$ cat src/dpoi_pkg.sv
// Package of constants and types for the dose pulse overflow interlock.
// Notes on behaviour
// - With the coaxial input fitted, a disconnected pulse cable is flagged.
// - Pulses are counted as plain events, with no meaning attached.
// - Beam is valid, letting pulses through, whenever either qualifier is high.
// - Unfiltered counter counts every pulse since the last counter reset.
// - Filtered counter counts only pulses that the qualifiers let through.
// - Relay opens when the filtered count exceeds the target, never unfiltered.
// - Overflow relay rests closed; opens only on overflow or watchdog.
// - Both counts are readable by the client.
// - Beep ticks follow the unfiltered count, not the filtered count.
// - Beep volume is adjustable, but no setting silences it.
// - Three-position keyswitch decodes to off, prepare and treat, and is reported.
// - Keyswitch position feeds the relay control logic.
// - Start and pause rings show green when available, red when suppressed.
// - Emergency off contacts pass straight to the rear stop outputs.
// - A pulses-per-beep setting sets unfiltered pulses per beep tick.
// - A tone setting in hertz sets the frequency of each beep.
// - Pause relay rests open; closes only in treatment with a pause press seen.
// - Each keyswitch position has its own contact, closed only in that position.
package dpoi_pkg;

  // ==========================================================================
  // Timing.
  localparam int unsigned CLK_HZ      = 25000000;
  localparam int unsigned BEEP_MS     = 20;
  localparam int unsigned BEEP_CYCLES = CLK_HZ / 1000 * BEEP_MS;

  // ==========================================================================
  // Register byte offsets.
  localparam logic [7:0] OFS_CTRL   = 8'h00;
  localparam logic [7:0] OFS_TARGET = 8'h04;
  localparam logic [7:0] OFS_UNFILT = 8'h08;
  localparam logic [7:0] OFS_FILT   = 8'h0C;
  localparam logic [7:0] OFS_STATUS = 8'h10;
  localparam logic [7:0] OFS_PPB    = 8'h14;
  localparam logic [7:0] OFS_TONE   = 8'h18;
  localparam logic [7:0] OFS_VOLUME = 8'h1C;

  // ==========================================================================
  // Control register bits.
  localparam int unsigned CTRL_CLR        = 0;
  localparam int unsigned CTRL_START_AV   = 1;
  localparam int unsigned CTRL_PAUSE_AV   = 2;
  localparam int unsigned CTRL_COAX_OPT   = 3;
  localparam int unsigned CTRL_PAUSE_CLR  = 4;
  localparam int unsigned CTRL_W          = 5;

  // ==========================================================================
  // Status register bits.
  localparam int unsigned ST_OVF       = 0;
  localparam int unsigned ST_CABLE     = 1;
  localparam int unsigned ST_KEY_LO    = 2;
  localparam int unsigned ST_PAUSE_SEEN = 4;
  localparam int unsigned ST_OVF_RELAY = 5;
  localparam int unsigned ST_PAUSE_RLY = 6;
  localparam int unsigned ST_WDOG      = 7;

  // ==========================================================================
  // Widths and reset values.
  localparam int unsigned VOL_W = 3;
  localparam logic [CTRL_W-1:0] CTRL_RST   = 5'h00;
  localparam logic [31:0]       TARGET_RST = 32'hFFFFFFFF;
  localparam logic [31:0]       PPB_RST    = 32'h00000064;
  localparam logic [31:0]       TONE_RST   = 32'h000003E8;
  localparam logic [VOL_W-1:0]  VOL_RST    = 3'h4;
  localparam logic [VOL_W-1:0]  VOL_MIN    = 3'h1;

  // ==========================================================================
  // Decoded keyswitch position.
  typedef enum logic [1:0] {
    KEY_OFF,
    KEY_PREPARE_POSITION,
    KEY_TREAT_POSITION
  } dpoi_key_t;

endpackage

$ cat src/dpoi_beep.sv
// Beep pacing, tone generation and volume shaping from unfiltered pulses.
`timescale 1ns/10ps
module dpoi_beep #(
  parameter int unsigned BEEP_LEN = dpoi_pkg::BEEP_CYCLES
) (
  // Clock, reset and enable.
  input  wire logic                          pclk,
  input  wire logic                          presetn,
  input  wire logic                          ce,
  // Settings and pulse events.
  input  wire logic                          pulse_evt,
  input  wire logic                          cnt_clr,
  input  wire logic [31:0]                   pulses_per_beep,
  input  wire logic [31:0]                   tone_hz,
  input  wire logic [dpoi_pkg::VOL_W-1:0]    volume,
  // Speaker drive.
  output logic                               speaker_out
);

  logic [31:0]                acc_q, acc_d;
  logic [31:0]                dur_q, dur_d;
  logic [31:0]                ph_q, ph_d;
  logic                       tone_q, tone_d;
  logic [dpoi_pkg::VOL_W-1:0] pwm_q, pwm_d;
  logic                       spk_q, spk_d;
  logic [dpoi_pkg::VOL_W-1:0] vol_eff;
  logic [32:0]                ph_sum;

  // ==========================================================================
  // Volume never falls below the least audible level.
  assign vol_eff = (volume < dpoi_pkg::VOL_MIN) ? dpoi_pkg::VOL_MIN : volume;
  assign ph_sum  = {1'b0, ph_q} + {tone_hz[31:0], 1'b0};

  // Pulse accumulator, beep timer, tone phase and volume PWM.
  always_comb
  begin
    acc_d  = acc_q;
    dur_d  = dur_q;
    ph_d   = ph_q;
    tone_d = tone_q;
    pwm_d  = pwm_q;
    spk_d  = spk_q;
    if (ce)
    begin
      if (cnt_clr)
        acc_d = '0;
      else if (pulse_evt)
      begin
        // One tick per programmed count of unfiltered pulses.
        if (acc_q + 32'h00000001 >= pulses_per_beep)
        begin
          acc_d = '0;
          dur_d = 32'(BEEP_LEN);
        end
        else
          acc_d = acc_q + 32'h00000001;
      end
      if (dur_q != '0 && !(pulse_evt && dur_d != dur_q))
        dur_d = dur_q - 32'h00000001;
      // Phase wraps at the clock rate, toggling twice per tone period.
      if (ph_sum >= 33'(dpoi_pkg::CLK_HZ))
      begin
        ph_d   = 32'(ph_sum - 33'(dpoi_pkg::CLK_HZ));
        tone_d = !tone_q;
      end
      else
        ph_d = ph_sum[31:0];
      pwm_d = pwm_q + 3'h1;
      spk_d = (dur_q != '0) && tone_q && (pwm_q < vol_eff);
    end
  end

  // Register the beep state.
  always_ff @(posedge pclk or negedge presetn)
  begin
    if (!presetn)
    begin
      acc_q  <= '0;
      dur_q  <= '0;
      ph_q   <= '0;
      tone_q <= 1'b0;
      pwm_q  <= '0;
      spk_q  <= 1'b0;
    end
    else
    begin
      acc_q  <= acc_d;
      dur_q  <= dur_d;
      ph_q   <= ph_d;
      tone_q <= tone_d;
      pwm_q  <= pwm_d;
      spk_q  <= spk_d;
    end
  end

  assign speaker_out = spk_q;

endmodule

$ cat src/dpoi_sync.sv
// Two-flop synchroniser for a bundle of asynchronous level inputs.
`timescale 1ns/10ps
module dpoi_sync #(
  parameter int unsigned W = 1
) (
  // Clock, reset and enable.
  input  wire logic         pclk,
  input  wire logic         presetn,
  input  wire logic         ce,
  // Asynchronous in, synchronous out.
  input  wire logic [W-1:0] async_in,
  output logic      [W-1:0] sync_out
);

  logic [W-1:0] meta_q;
  logic [W-1:0] meta_d;
  logic [W-1:0] sync_q;
  logic [W-1:0] sync_d;

  // ==========================================================================
  // Next values: the first stage is read only by the second.
  always_comb
  begin
    meta_d = ce ? async_in : meta_q;
    sync_d = ce ? meta_q : sync_q;
  end

  // Register both stages.
  always_ff @(posedge pclk or negedge presetn)
  begin
    if (!presetn)
    begin
      meta_q <= '0;
      sync_q <= '0;
    end
    else
    begin
      meta_q <= meta_d;
      sync_q <= sync_d;
    end
  end

  assign sync_out = sync_q;

endmodule

$ cat src/dpoi_top.sv
// Dose pulse counter with qualification gating, overflow interlock and APB registers.
`timescale 1ns/10ps
module dpoi_top #(
  parameter int unsigned BEEP_LEN = dpoi_pkg::BEEP_CYCLES
) (
  // Clock, reset and enable.
  input  wire logic        pclk,
  input  wire logic        presetn,
  input  wire logic        ce,
  // APB slave.
  input  wire logic        psel,
  input  wire logic        penable,
  input  wire logic        pwrite,
  input  wire logic [7:0]  paddr,
  input  wire logic [31:0] pwdata,
  output logic      [31:0] prdata,
  output logic             pready,
  output logic             pslverr,
  // Pulse source and qualification pins.
  input  wire logic        dose_pulse_in,
  input  wire logic        qual_a_in,
  input  wire logic        qual_b_in,
  input  wire logic        cable_present_in,
  input  wire logic        watchdog_in,
  // Keyswitch and buttons.
  input  wire logic        key_off_in,
  input  wire logic        key_prepare_position_in,
  input  wire logic        key_treat_in,
  input  wire logic        pause_button_in,
  input  wire logic        emergency_off_switch_in,
  // Relays and contacts, high means closed.
  output logic             overflow_relay_closed,
  output logic             pause_relay_closed,
  output logic             key_off_contact,
  output logic             key_prepare_position_contact,
  output logic             key_treat_contact,
  output logic             emergency_off_switch_out,
  // Indicator rings and speaker.
  output logic             start_ring_green,
  output logic             start_ring_red,
  output logic             pause_ring_green,
  output logic             pause_ring_red,
  output logic             speaker_out
);

  // ==========================================================================
  // Declarations.
  logic [7:0]                 pin_s;
  logic                       pulse_s, qual_a_s, qual_b_s, cable_s, wdog_s;
  logic                       koff_s, kprep_s, ktreat_s, pbtn_s;
  dpoi_pkg::dpoi_key_t        key;
  logic                       beam_valid, pulse_evt, cnt_clr, pause_clr;
  logic                       wr_en, rd_setup, addr_ok;

  logic                       pulse_q, pulse_d;
  logic                       pbtn_q, pbtn_d;
  logic [31:0]                unfilt_q, unfilt_d;
  logic [31:0]                filt_q, filt_d;
  logic                       ovf_q, ovf_d;
  logic                       pause_seen_q, pause_seen_d;
  logic [dpoi_pkg::CTRL_W-1:0] ctrl_q, ctrl_d;
  logic [31:0]                target_q, target_d;
  logic [31:0]                ppb_q, ppb_d;
  logic [31:0]                tone_q, tone_d;
  logic [dpoi_pkg::VOL_W-1:0] vol_q, vol_d;
  logic [31:0]                rdata_q, rdata_d;
  logic                       err_q, err_d;
  logic [31:0]                status;

  // ==========================================================================
  // Pin synchronisers for every asynchronous input but the emergency off switch.
  dpoi_sync #(
    .W (8)
  ) u_sync_pins (
    .pclk     (pclk),
    .presetn  (presetn),
    .ce       (ce),
    .async_in ({dose_pulse_in, qual_a_in, qual_b_in, cable_present_in,
                watchdog_in, key_off_in, key_treat_in, pause_button_in}),
    .sync_out (pin_s)
  );

  // The prepare contact is synchronised separately to keep the bundle tidy.
  dpoi_sync #(
    .W (1)
  ) u_sync_prepare_position (
    .pclk     (pclk),
    .presetn  (presetn),
    .ce       (ce),
    .async_in (key_prepare_position_in),
    .sync_out (kprep_s)
  );

  assign {pulse_s, qual_a_s, qual_b_s, cable_s, wdog_s, koff_s, ktreat_s, pbtn_s} = pin_s;

  // ==========================================================================
  // Keyswitch decode; an illegal or missing contact pattern reads as off.
  always_comb
  begin
    if (ktreat_s && !kprep_s && !koff_s)
      key = dpoi_pkg::KEY_TREAT_POSITION;
    else if (kprep_s && !ktreat_s && !koff_s)
      key = dpoi_pkg::KEY_PREPARE_POSITION;
    else
      key = dpoi_pkg::KEY_OFF;
  end

  // Each position drives its own contact.
  assign key_off_contact              = (key == dpoi_pkg::KEY_OFF);
  assign key_prepare_position_contact = (key == dpoi_pkg::KEY_PREPARE_POSITION);
  assign key_treat_contact            = (key == dpoi_pkg::KEY_TREAT_POSITION);

  // The stop contacts bypass all logic.
  assign emergency_off_switch_out = emergency_off_switch_in;

  // ==========================================================================
  // Event decode: a pulse counts once on its rising edge, whatever it stands for.
  assign pulse_evt  = pulse_s && !pulse_q;
  assign beam_valid = qual_a_s || qual_b_s;
  assign wr_en      = psel && penable && pwrite;
  assign rd_setup   = psel && !penable;
  assign cnt_clr    = wr_en && (paddr == dpoi_pkg::OFS_CTRL) && pwdata[dpoi_pkg::CTRL_CLR];
  assign pause_clr  = wr_en && (paddr == dpoi_pkg::OFS_CTRL) && pwdata[dpoi_pkg::CTRL_PAUSE_CLR];

  // Counters, overflow latch and pause press latch.
  always_comb
  begin
    pulse_d      = pulse_q;
    pbtn_d       = pbtn_q;
    unfilt_d     = unfilt_q;
    filt_d       = filt_q;
    ovf_d        = ovf_q;
    pause_seen_d = pause_seen_q;
    if (ce)
    begin
      pulse_d  = pulse_s;
      pbtn_d   = pbtn_s;
      // A pulse in the clearing cycle is kept as the first count.
      unfilt_d = (cnt_clr ? 32'h00000000 : unfilt_q)
                 + {31'h00000000, pulse_evt};
      filt_d   = (cnt_clr ? 32'h00000000 : filt_q)
                 + {31'h00000000, pulse_evt && beam_valid};
      // Only the filtered count is compared; a detection beats a clear.
      ovf_d    = (ovf_q && !cnt_clr) || (filt_q > target_q);
      // Press is latched only in treatment; leaving treatment drops it.
      if (key != dpoi_pkg::KEY_TREAT_POSITION)
        pause_seen_d = 1'b0;
      else
        pause_seen_d = (pause_seen_q && !pause_clr) || (pbtn_s && !pbtn_q);
    end
  end

  // Register the counting state.
  always_ff @(posedge pclk or negedge presetn)
  begin
    if (!presetn)
    begin
      pulse_q      <= 1'b0;
      pbtn_q       <= 1'b0;
      unfilt_q     <= '0;
      filt_q       <= '0;
      ovf_q        <= 1'b0;
      pause_seen_q <= 1'b0;
    end
    else
    begin
      pulse_q      <= pulse_d;
      pbtn_q       <= pbtn_d;
      unfilt_q     <= unfilt_d;
      filt_q       <= filt_d;
      ovf_q        <= ovf_d;
      pause_seen_q <= pause_seen_d;
    end
  end

  // ==========================================================================
  // Relays: overflow relay rests closed, pause relay rests open.
  assign overflow_relay_closed = !ovf_q && !wdog_s;
  assign pause_relay_closed    = pause_seen_q && (key == dpoi_pkg::KEY_TREAT_POSITION)
                                 && !wdog_s;

  // Indicator rings follow availability, gated by key; the start ring also by the overflow relay.
  assign start_ring_green = ctrl_q[dpoi_pkg::CTRL_START_AV]
                            && (key == dpoi_pkg::KEY_TREAT_POSITION) && overflow_relay_closed;
  assign start_ring_red   = !start_ring_green;
  assign pause_ring_green = ctrl_q[dpoi_pkg::CTRL_PAUSE_AV]
                            && (key == dpoi_pkg::KEY_TREAT_POSITION);
  assign pause_ring_red   = !pause_ring_green;

  // ==========================================================================
  // Status word gathered from live state.
  always_comb
  begin
    status = '0;
    status[dpoi_pkg::ST_OVF]                          = ovf_q;
    status[dpoi_pkg::ST_CABLE]                        = ctrl_q[dpoi_pkg::CTRL_COAX_OPT]
                                                        && !cable_s;
    status[dpoi_pkg::ST_KEY_LO+1:dpoi_pkg::ST_KEY_LO] = key;
    status[dpoi_pkg::ST_PAUSE_SEEN]                   = pause_seen_q;
    status[dpoi_pkg::ST_OVF_RELAY]                    = overflow_relay_closed;
    status[dpoi_pkg::ST_PAUSE_RLY]                    = pause_relay_closed;
    status[dpoi_pkg::ST_WDOG]                         = wdog_s;
  end

  // Address check for the current transfer.
  always_comb
  begin
    unique case (paddr)
      dpoi_pkg::OFS_CTRL, dpoi_pkg::OFS_TARGET, dpoi_pkg::OFS_UNFILT, dpoi_pkg::OFS_FILT,
      dpoi_pkg::OFS_STATUS, dpoi_pkg::OFS_PPB, dpoi_pkg::OFS_TONE, dpoi_pkg::OFS_VOLUME:
        addr_ok = 1'b1;
      default:
        addr_ok = 1'b0;
    endcase
  end

  // Register writes in the access phase and read capture in the setup phase.
  always_comb
  begin
    ctrl_d   = ctrl_q;
    target_d = target_q;
    ppb_d    = ppb_q;
    tone_d   = tone_q;
    vol_d    = vol_q;
    rdata_d  = rdata_q;
    err_d    = err_q;
    if (ce)
    begin
      // Pulse bits never store.
      ctrl_d[dpoi_pkg::CTRL_CLR]       = 1'b0;
      ctrl_d[dpoi_pkg::CTRL_PAUSE_CLR] = 1'b0;
      if (wr_en)
      begin
        unique case (paddr)
          dpoi_pkg::OFS_CTRL:
          begin
            ctrl_d                           = pwdata[dpoi_pkg::CTRL_W-1:0];
            ctrl_d[dpoi_pkg::CTRL_CLR]       = 1'b0;
            ctrl_d[dpoi_pkg::CTRL_PAUSE_CLR] = 1'b0;
          end
          dpoi_pkg::OFS_TARGET: target_d = pwdata;
          dpoi_pkg::OFS_PPB:    ppb_d    = pwdata;
          dpoi_pkg::OFS_TONE:   tone_d   = pwdata;
          dpoi_pkg::OFS_VOLUME: vol_d    = pwdata[dpoi_pkg::VOL_W-1:0];
          default:              ctrl_d   = ctrl_d;
        endcase
      end
      if (rd_setup)
      begin
        err_d = !addr_ok;
        unique case (paddr)
          dpoi_pkg::OFS_CTRL:   rdata_d = {27'h0000000, ctrl_q};
          dpoi_pkg::OFS_TARGET: rdata_d = target_q;
          dpoi_pkg::OFS_UNFILT: rdata_d = unfilt_q;
          dpoi_pkg::OFS_FILT:   rdata_d = filt_q;
          dpoi_pkg::OFS_STATUS: rdata_d = status;
          dpoi_pkg::OFS_PPB:    rdata_d = ppb_q;
          dpoi_pkg::OFS_TONE:   rdata_d = tone_q;
          dpoi_pkg::OFS_VOLUME: rdata_d = {29'h00000000, vol_q};
          default:              rdata_d = 32'h00000000;
        endcase
      end
    end
  end

  // Register the bus-visible state.
  always_ff @(posedge pclk or negedge presetn)
  begin
    if (!presetn)
    begin
      ctrl_q   <= dpoi_pkg::CTRL_RST;
      target_q <= dpoi_pkg::TARGET_RST;
      ppb_q    <= dpoi_pkg::PPB_RST;
      tone_q   <= dpoi_pkg::TONE_RST;
      vol_q    <= dpoi_pkg::VOL_RST;
      rdata_q  <= '0;
      err_q    <= 1'b0;
    end
    else
    begin
      ctrl_q   <= ctrl_d;
      target_q <= target_d;
      ppb_q    <= ppb_d;
      tone_q   <= tone_d;
      vol_q    <= vol_d;
      rdata_q  <= rdata_d;
      err_q    <= err_d;
    end
  end

  // Zero-wait slave; the error flag only shows during an access phase.
  assign pready  = 1'b1;
  assign prdata  = rdata_q;
  assign pslverr = psel && penable && err_q;

  // ==========================================================================
  // Beep generator, fed by unfiltered pulses only.
  dpoi_beep #(
    .BEEP_LEN (BEEP_LEN)
  ) u_beep (
    .pclk            (pclk),
    .presetn         (presetn),
    .ce              (ce),
    .pulse_evt       (pulse_evt),
    .cnt_clr         (cnt_clr),
    .pulses_per_beep (ppb_q),
    .tone_hz         (tone_q),
    .volume          (vol_q),
    .speaker_out     (speaker_out)
  );

endmodule

$ cat config.mk
export PLATFORM = sky130hd
export DESIGN_NAME = dpoi_top
export DESIGN_NICKNAME = d
export VERILOG_FILES = /design/src/dpoi_pkg.sv /design/src/dpoi_beep.sv /design/src/dpoi_sync.sv /design/src/dpoi_top.sv
export SDC_FILE = /design/constraint.sdc
export NUM_CORES = 1
export LEC_CHECK = 0
export BUFFER_PORTS_ARGS = -buffer_cell sky130_fd_sc_hd__buf_4
export CORE_MARGIN = 2
export CORE_UTILIZATION = 40
export CTS_CLUSTER_SIZE = 16
export DETAILED_ROUTE_END_ITERATION = 10
export GPL_TIMING_DRIVEN = 0
export HOLD_SLACK_MARGIN = 0.03
export SKIP_LAST_GASP = 1
export SLEW_MARGIN = 40
export SYNTH_ARGS = -nofsm -noshare
export SYNTH_HDL_FRONTEND = slang
export SYNTH_SLANG_ARGS = --single-unit
$ cat constraint.sdc
create_clock -name pclk -period 5 [get_ports pclk]
set_input_delay 0.5 -clock pclk [delete_from_list [all_inputs] [get_ports pclk]]
set_output_delay 0.5 -clock pclk [all_outputs]
set_load 0.05 [all_outputs]
==> After elaboration in Yosys (flattened, before gate mapping) <==
Memory sizes are Yosys's and may differ from the RTL's.
Cells that the tools add are included.
{ "word_totals": {"ff_bits": 324, "rom_bits": 32, "in_bits": 56, "out_inout_bits": 45, "wordCells": 125, "memories": 1} }
{ "classes": {"add_sub_neg": 7, "n_lt_le_gt_ge": 5, "n_eq_ne": 11, "n_mux": 18, "n_reduce_logical": 59} }
{ "memory_table": {"columns": ["name", "words", "width", "rd", "rd_clocked_by_memory_dff", "wr", "line_no", "rtl"], "rows": [
  ["(name not given)", 32, 1, 1, 0, 0, "dpoi_top.sv:208", "unique case (paddr)"]
]} }
{ "op_table": {"columns": ["operator", "count"], "rows": [
  ["$mux 32", 11],
  ["$pmux 32 s8", 1],
  ["$add 32x1->32", 2],
  ["$add 32x33->33", 1],
  ["$ge 33x25->1 const B", 1],
  ["$add 32x1->32 const B", 1],
  ["$eq 8x5->1 const B", 4],
  ["$ge 32x32->1", 1],
  ["$gt 32x32->1", 1],
  ["$ne 32x32->1", 1],
  ["$reduce_bool 32->1", 1],
  ["$sub 32x1->32 const B", 1],
  ["$sub 32x25->32 const B", 1],
  ["$logic_and 1x1->1", 27],
  ["$eq 8x4->1 const B", 2],
  ["$logic_not 1->1", 16],
  ["$reduce_and 3->1", 5],
  ["$eq 8x3->1 const B", 1],
  ["$logic_not 8->1", 1],
  ["$reduce_and 2->1", 3],
  ["$mux 1", 4],
  ["$add 3x1->3 const B", 1],
  ["$logic_not 3->1", 1],
  ["$logic_or 1x1->1", 3],
  ["other kinds (9)", 9]
]} }

==> Depth between registers and ports, before layout <==
Gate-level depths: netlist (run 1).
{ "logic_depth": {"depth_word": 11, "ltp_mapped": 26} }

==> Modules after synthesis <==
Synthesis (run 1) repeated with hierarchy kept, for this count alone.
{ "hier_totals": {"cells_unflattened": 2099, "area_unflattened_um2": 20146.8} }
{ "by_module_without_submodules": {"columns": ["mod", "n_inst", "cells_each", "area_each_um2", "seq_area_each_um2"], "rows": [
  ["dpoi_top", 1, 954, 10421.2, 5132.4],
  ["dpoi_beep", 1, 1107, 9003.6, 2502.4],
  ["dpoi_sync at u_sync_pins", 1, 34, 649.4, 400.4],
  ["dpoi_sync at u_sync_prepare_position", 1, 4, 72.6, 50.0]
]} }

==> Worst setup path after synthesis (run 1) <==
OpenSTA, ideal clock, no wires.
{ "synth_path": {"path_kind": "register to register", "start": "register u_beep.acc_q[0]", "end": "register u_beep.acc_q[22]", "setup_time_ns": 0.082, "arrival_time_ns": 4.767, "required_ns": 4.918, "slack_ns": 0.151, "path_stages_with_launch": 27, "period_less_slack_ns": 4.849, "path_cell_list": "dfrtp_1 ha_1 and3_1 and3_1 buf_2 and2_1 nand2_1 nor2_1 nand3_1 or2_2 clkbuf_1 o21ai_0 nand2_1 ha_1 a21o_1 a21o_1 a21o_1 a21oi_1 nor2b_1 o21ai_0 nand2b_1 a21oi_1 and4_1 clkbuf_1 clkbuf_1 nand2_1 a31oi_1"} }
{ "synth_between": {"elab_chain_cells": 5} }
{ "synth_lines": {"columns": ["element", "line_no", "rtl"], "rows": [
  ["start, declared", "dpoi_beep.sv:20", "logic [31:0] acc_q, acc_d;"],
  ["start signal, assigned", "dpoi_beep.sv:78", "acc_q <= '0;"],
  ["start signal, assigned", "dpoi_beep.sv:87", "acc_q <= acc_d;"],
  ["$add 32x1->32 *", "dpoi_beep.sv:50, dpoi_beep.sv:56", null],
  ["$ge 32x32->1", "dpoi_beep.sv:50", "if (acc_q + 32'h00000001 >= pulses_per_beep)"],
  ["$mux 32 *", "dpoi_beep.sv:50", null],
  ["$mux 32 *", "dpoi_beep.sv:47", "else if (pulse_evt)"],
  ["$mux 32 *", "dpoi_beep.sv:45", "if (cnt_clr)"]
]} }
Every way passes the cells marked *; elsewhere a longest branch is shown, timed or not. The select of a mux whose other input is x is not followed.
A chain may end at the register's enable or synchronous reset.

==> Worst setup path after layout (run 1) <==
{ "layout_path": {"start": "register u_beep.acc_q[0]", "end": "register u_beep.dur_q[28]"} }
{ "layout_between": {"elab_chain_cells": 11} }
{ "layout_lines": {"columns": ["element", "line_no", "rtl"], "rows": [
  ["$add 32x1->32 *", "dpoi_beep.sv:50", null],
  ["$ge 32x32->1 *", "dpoi_beep.sv:50", null],
  ["$mux 32 *", "dpoi_beep.sv:50", null],
  ["$mux 32 *", "dpoi_beep.sv:47", null],
  ["$mux 32 *", "dpoi_beep.sv:45", null],
  ["$mux 32 *", "dpoi_beep.sv:43", "if (ce)"],
  ["$ne 32x32->1", "dpoi_beep.sv:58", "if (dur_q != '0 && !(pulse_evt && dur_d != dur_q))"],
  ["$logic_and 1x1->1", "dpoi_beep.sv:58", null],
  ["$logic_not 1->1", "dpoi_beep.sv:58", null],
  ["$logic_and 1x1->1", "dpoi_beep.sv:58", null],
  ["$mux 32 *", "dpoi_beep.sv:58", null],
  ["end signal, assigned", "dpoi_beep.sv:88", "dur_q <= dur_d;"],
  ["end, declared", "dpoi_beep.sv:21", "logic [31:0] dur_q, dur_d;"]
]} }
Marked as above.

==> qor.txt, run 1 <==
Ys Warns: 0
Post-Syn Area per Cell: 9.16 um2
clk_lat worst skew: 540 ps
unique cell type count in the Yosys netlist: 102
final hold viol count: 0
Clock transition at path regs: 60 ps
Setup CP Type: flip-flop to flip-flop
leak pwr: 10.5 nW
worst hold start: qual_b_in
H-Tree Level Count: 2
port bufs: 97
most frequent cells in the layout: nand2_1, dfrtp_1, o21ai_0
DRC violations left: 0
register area share after synthesis: 40.7%
mapped cell area: 19900 um2
vias: 17400
CP max FO: 10
I/O Pins: 101
Slew HR: 40.9%
max-cap violation count: 0
CTS Buf Count: 38
final slew viol count: 0
FFs w/ async S/R, synth: 100%
EDFF count, synth: 0
status: finished clean
Final Setup Violations: 0
Detailed Route Iter0 Violations: 1516
FF-to-FF Start: u_beep.acc_q[0]
crit path DAT: 5120 ps
first-pass GRT wire length: 98.7 mm
gr ovfl total: 0
share of cells above drive strength 1: 16.3%
antenna-violating nets left: 0
Yosys top cell area share: 35.1%
CTS tree: built
NetSw: 0.00280 W
slew at the pin with the worst max-slew slack: 886 ps
die boundary width: 227 um
Synth-to-Final Area Change: 16.1%
Worst Hold Class: input pin to flip-flop
pwr dens: 362 nW/um2
Internal: 0.00557 W
Min Hold Slack: 193 ps
Mapped Cells: 2171
Peak Freq: 0.213 GHz
Synth Register Bits: 321
worst slack, placed: -1180 ps
antenna violations before repair: 0
Clock Sinks: 321
clk buf depth: 3
Max Clock Skew: 31.3 ps
Net Count, Synth: 2334
post-layout util: 47.1%
Initial Util: 40.5%
Critical Path End Type: flip-flop
Clk pwr share: 34.1%
wire per inst: 21.4 um
Peak VDD IR: 0.000293 V
diode count: 0
prevailing post-synth register cell: dfrtp_1
setup ws final: 313 ps
final layout net count: 2482
commonest non-fill, non-tap cell in the layout: nand2_1
crit path from: u_beep.acc_q[0]
Synth area leader: dfrtp_1
core area: 49100 um2
clk root buf: clkbuf_16
Final min period: 4690 ps
chip height: 227 um
Net Sw Frac: 33.4%
CP required: 5430 ps
power share of the combinational group: 29.1%
GRT Total Usage: 24.9%
RePlAce Congestion: 0.910
drt total wl: 64.4 mm
drt first pass iters: 5
die footprint: 51500 um2
pin count of the biggest net entering global routing: 70
CP Launch Type: flip-flop
sequential share of power: 36.7%
period utilization: 93.7%
post-DP HPWL: 49.7 mm
Rows: 81
vias in the first global route: 16800
ranking of synthesized cells by area: dfrtp_1, ha_1, nand2_1
Via-to-Cell Ratio: 5.77
## cell usage after synthesis (all sizes together), types with 57 or more instances
master / number
nand3: 57
dfrtp: 279
a21oi: 120
nand2: 316
clkbuf: 74
ha: 106
nor2: 116
o21ai: 203
mux2: 73
xor2: 62
xnor2: 62
inv: 95
## final timing paths
path / to / slack [ps] / depth (start not counted)
setup reg to reg: u_beep.dur_q[28] / 310 / 25
min in group asynchronous: filt_q[25] / 460 / 2
hold / removal: u_sync_pins.meta_q[5] / 190 / 2
hold reg to reg: prdata[1] / 480 / 1
setup / recovery: u_beep.dur_q[28] / 310 / 25
max in group asynchronous: target_q[18] / 3270 / 5
## layout make-up
cell class | count | area (um2)
clock buffers | 53 | 1080
well taps | 664 | 831
fillers | 4783 | 26000
multi-input cells | 1648 | 11100
plain buffers | 104 | 543
inverters | 96 | 360
repair buffers | 110 | 948
clock inverters | 16 | 191
flip-flops and latches | 321 | 8090
## power groups by stage
stage	registers, W	logic (W)	clock network, W
finish	0.00307	0.00244	0.00286
global route	0.00310	0.00268	0.00301
CTS	0.00306	0.00241	0.00291
detailed placement	0.00310	0.00239	0
global placement	0.00310	0.00232	0
floorplan	0.00305	0.00177	0
## per-stage QoR
stage | total power (W) | std cells | TNS (ps) | area (um2)
floorplan | 0.00483 | 2171 | 0 | 19900
global placement | 0.00541 | 2932 | -51700 | 21400
detailed placement | 0.00549 | 2937 | -56780 | 21600
CTS | 0.00838 | 3006 | 0 | 23000
global route | 0.00879 | 3012 | -5.61 | 23100
finish | 0.00836 | 3012 | 0 | 23100
## routing by layer
metal  global-route usage [%]  wire (um)  share of wire (%)  vias to the layer above
li1                         -          -                  -                     8081
met1                     35.4      29600                 46                     8625
met2                     39.6      29300                 45                      574
met3                     3.24       3650                5.7                       95
met4                     7.36       1850                2.9                        0
met5                        0          0                  0                        -
## flip-flops by register name, summed over array words and instances, names as in the netlist, 32 cells and up
name / cells
unfilt_q: 32
u_beep.acc_q: 32
u_beep.dur_q: 32
ppb_q: 32
tone_q: 32
prdata: 32
target_q: 32
filt_q: 32
## repair_timing
item                                    CTS  global route
pin swaps                                 0             4
gates resized for setup                  26            23
setup buffers                             0             7
hold buffers                              1             0
hold endpoints to repair                 40             0
endpoints found under the setup margin   64            62
## critical path, cell delays in order, from the launching register on
cell and delay, ps:
dfrtp_2 440, ha_4 180, and3_2 220, and3_1 150, buf_2 180, and2_4 190, nand2_1 120, nor2_4 180
nand3_2 130, or2_4 310, o21ai_2 170, nand2_1 100, ha_1 190, a21o_1 150, a21o_1 160, a21o_1 170
a21oi_1 140, nor2b_1 60, o21ai_0 150, nand2b_1 110, a21oi_4 190, buf_12 130, a21oi_2 80, nand2b_1 170
clkbuf_4 220, o311ai_1 300
## logic make-up after synthesis
| kind of cell | synth area share (%) |
|---|---|
| AND/OR/NAND/NOR | 18.4 |
| AO/OA/AOI/OAI | 18.0 |
| flip-flops | 40.7 |
| buffers and inverters | 4.33 |
| XOR/XNOR | 5.50 |
| multiplexers | 6.27 |
| adder cells (fa/ha/maj) | 6.77 |
| other | 0.0189 |
No activity file was read; power rests on OpenSTA's default activity.
==> inputs of run 2 (changes only) <==
CTS_BUF_LIST = sky130_fd_sc_hd__clkbuf_16   (was default)
SYNTH_HIERARCHICAL = 1   (was default)
==> qor.txt, run 2 <==
leak pwr: 10.3 nW (-1.8%)
CP Launch Type: flip-flop
Clock transition at path regs: 60 ps (about the same)
vias in the first global route: 17200 (+2.5%)
Clock Sinks: 321 (unchanged)
Peak Freq: 0.212 GHz (-0.67%)
status: finished clean
Worst Hold Class: input pin to flip-flop
FFs w/ async S/R, synth: 100% (unchanged)
unique cell type count in the Yosys netlist: 107 (+4.9%)
Ys Warns: 6 (+6)
crit path DAT: 5190 ps (+70 ps)
drt total wl: 65.8 mm (+2.3%)
gr ovfl total: 0 (unchanged)
FF-to-FF Start: u_beep/acc_q[3]
wire per inst: 22.3 um (+4.5%)
period utilization: 94.4% (+0.63 points)
post-DP HPWL: 50.0 mm (+0.67%)
Synth Register Bits: 321 (unchanged)
drt first pass iters: 6 (+1)
Final Non-Filler Cells: 2949 (-2.1%)
post-layout util: 46.7% (-0.40 points)
setup ws final: 282 ps (-31.7 ps)
Setup CP Type: flip-flop to flip-flop
final layout net count: 2411 (-2.9%)
H-Tree Level Count: 2 (unchanged)
Max Clock Skew: 28.1 ps (-3.19 ps)
antenna-violating nets left: 0 (unchanged)
Crit path buffers/inverters: 2 (-1)
Crit-path slowest cell: dfrtp_1
register area share after synthesis: 40.1% (-0.53 points)
Synth-to-Final Area Change: 15.8%
Storage cell area: 8090 um2 (about the same)
Mapped Cells: 2099 (-3.3%)
I/O Pins: 101 (unchanged)
vias: 17300 (-0.60%)
reg2reg setup slack: 280 ps (-30 ps)
chip height: 228 um (+0.64%)
filler instances: 4806 (+0.48%)
max-cap violation count: 0 (unchanged)
core area: 50000 um2 (+1.9%)
prevailing post-synth register cell: dfrtp_1
Synth area leader: dfrtp_1
pin count of the biggest net entering global routing: 76 (+8.6%)
port bufs: 98 (+1.0%)
Final min period: 4720 ps (+31.7 ps)
share of cells above drive strength 1: 18.6% (+2.3 points)
Rows: 82 (+1.2%)
mapped cell area: 20100 um2 (+1.3%)
crit path from: u_beep/acc_q[3]
Peak VDD IR: 0.000306 V (+4.6%)
CP max FO: 10 (unchanged)
Yosys top cell area share: 34.7% (-0.45 points)
EDFF count, synth: 0 (unchanged)
die boundary width: 228 um (+0.64%)
pwr dens: 356 nW/um2 (-1.7%)
clk buf depth: 3 (unchanged)
DRC violations left: 0 (unchanged)
clk_lat worst skew: 580 ps (+40 ps)
DP Cell Count: 2874 (-2.1%)
final hold viol count: 0 (unchanged)
final slew viol count: 0 (unchanged)
Slew HR: 43.9% (+3.0 points)
critical-path cell list: and3_2 > nand3_4 > nor4_2 > and3_1 > and3_2 > and3_2 > and2_1 > xor2_1 > ha_1 > nand4_1 > nor4_4 > o21ai_0 > o311ai_1 > a31oi_2 > o31ai_4 > buf_12 > a31oi_2 > buf_2 > nand2_1 > mux2i_1
CP delay by family, top: simple AND/OR/NAND/NOR gates
Via-to-Cell Ratio: 5.86 (+1.5%)
die footprint: 52200 um2 (+1.3%)
Detailed Route Iter0 Violations: 1563 (+3.1%)
Critical Path End Type: flip-flop
dpl cell area: 21900 um2 (+1.3%)
Initial Util: 40.3% (-0.22 points)
commonest non-fill, non-tap cell in the layout: dfrtp_1
diode count: 0 (unchanged)
crit-path most repeated cell: and3_2
RePlAce Congestion: 0.899 (-1.3%)
Final Setup Violations: 0 (unchanged)
GRT Total Usage: 25.1% (+0.25 points)
most frequent cells in the layout: dfrtp_1, nand2_1, o21ai_0
worst slack, placed: -1470 ps (-289 ps)
antenna violations before repair: 0 (unchanged)
Post-synth top cells: dfrtp_1, nand2_1, o21ai_0, ha_1, nor2_1
first-pass GRT wire length: 103 mm (+4.0%)
Post-Syn Area per Cell: 9.60 um2 (+4.8%)
CP required: 5470 ps (+40 ps)
clk root buf: clkbuf_16
Net Count, Synth: 2262 (-3.1%)
worst hold start: pwdata[29]
footprint of the multi-input gates: 11400 um2 (+2.7%)
CTS Buf Count: 38 (unchanged)
ranking of synthesized cells by area: dfrtp_1, ha_1, dfstp_2
most common cell in the netlist: dfrtp_1
Worst path max stage delay: 400 ps (-40 ps)
slew at the pin with the worst max-slew slack: 841 ps (-44.8 ps)
Final Cell Area: 23300 um2 (+1.0%)
CTS tree: built
run 2: cell count changes after synthesis, sizes merged, moves of 11 or more:
cell    delta
mux2      +60
o31ai     +16
o21ai     -74
nand2    -105
mux2i     -28
buf       +12
a22oi     +13
nand4     +15
or3       +12
a21oi     -40
nor2      -11
a22o      +45
nand3     +22
nand2b    -12
run 2: area by class of cell:
| type | instances | area share [%] |
|---|---|---|
| Multi-Input combinational cell | 1569 | 48.7 |
| Sequential cell | 321 | 34.7 |
| Clock buffer | 39 | 4.18 |
| Timing Repair Buffer | 110 | 4.07 |
| Tap cell | 672 | 3.60 |
| Buffer | 111 | 2.25 |
| Inverter | 97 | 1.56 |
| Clock inverter | 30 | 0.960 |
run 2: timing repair:
action                     in CTS  in global routing
buffers inserted                3                  3
setup endpoints to repair      64                 57
cloned                          0                  0
pin swaps                       4                  5
hold endpoints to repair       46                  0
hold buffers                    1                  0
resized for setup              26                 16
run 2: report_power, final:
| part | switching [W] | internal [W] |
|---|---|---|
| registers | 0.000299 | 0.00287 |
| logic | 0.00147 | 0.000909 |
| clock network | 0.00118 | 0.00157 |
run 2: kinds of logic after synthesis:
kind of cell,synth area share (%)
muxes,7.97
adders and majority gates,6.68
other,0.0186
xor gates and xnor gates,4.99
DFF,40.1
buffers and inverters,4.36
AOI/OAI and AO/OA,18.3
and+or+nand+nor,17.6
run 2: per-stage QoR:
stage	power, W	setup TNS (ps)	hold WS (ps)
after floorplan	0.00469	0	204
after detailed placement	0.00545	-79740	443
final	0.00830	0	159
after CTS	0.00826	0	135
after global routing	0.00874	-30.2	158
after global placement	0.00537	-101960	463
run 2: final timing paths:
check                                    to  depth (start not counted)
min in group asynchronous  u_beep/dur_q[10]                          2
min reg2reg                 u_beep/pwm_q[2]                          1
max reg2reg                u_beep/dur_q[22]                         20
max                        u_beep/dur_q[22]                         20
min                               ppb_q[29]                          2
max in group asynchronous      target_q[29]                          5
run 2: routing by layer:
layer / vias up / GRT usage, % / routed length, um / part of all wire (%)
li1: 8080 / - / - / -
met2: 545 / 40.2 / 30300 / 46
met1: 8519 / 34.8 / 29500 / 45
met4: 0 / 8.66 / 1980 / 3.0
met3: 126 / 3.69 / 4040 / 6.1
met5: - / 0 / 0 / 0
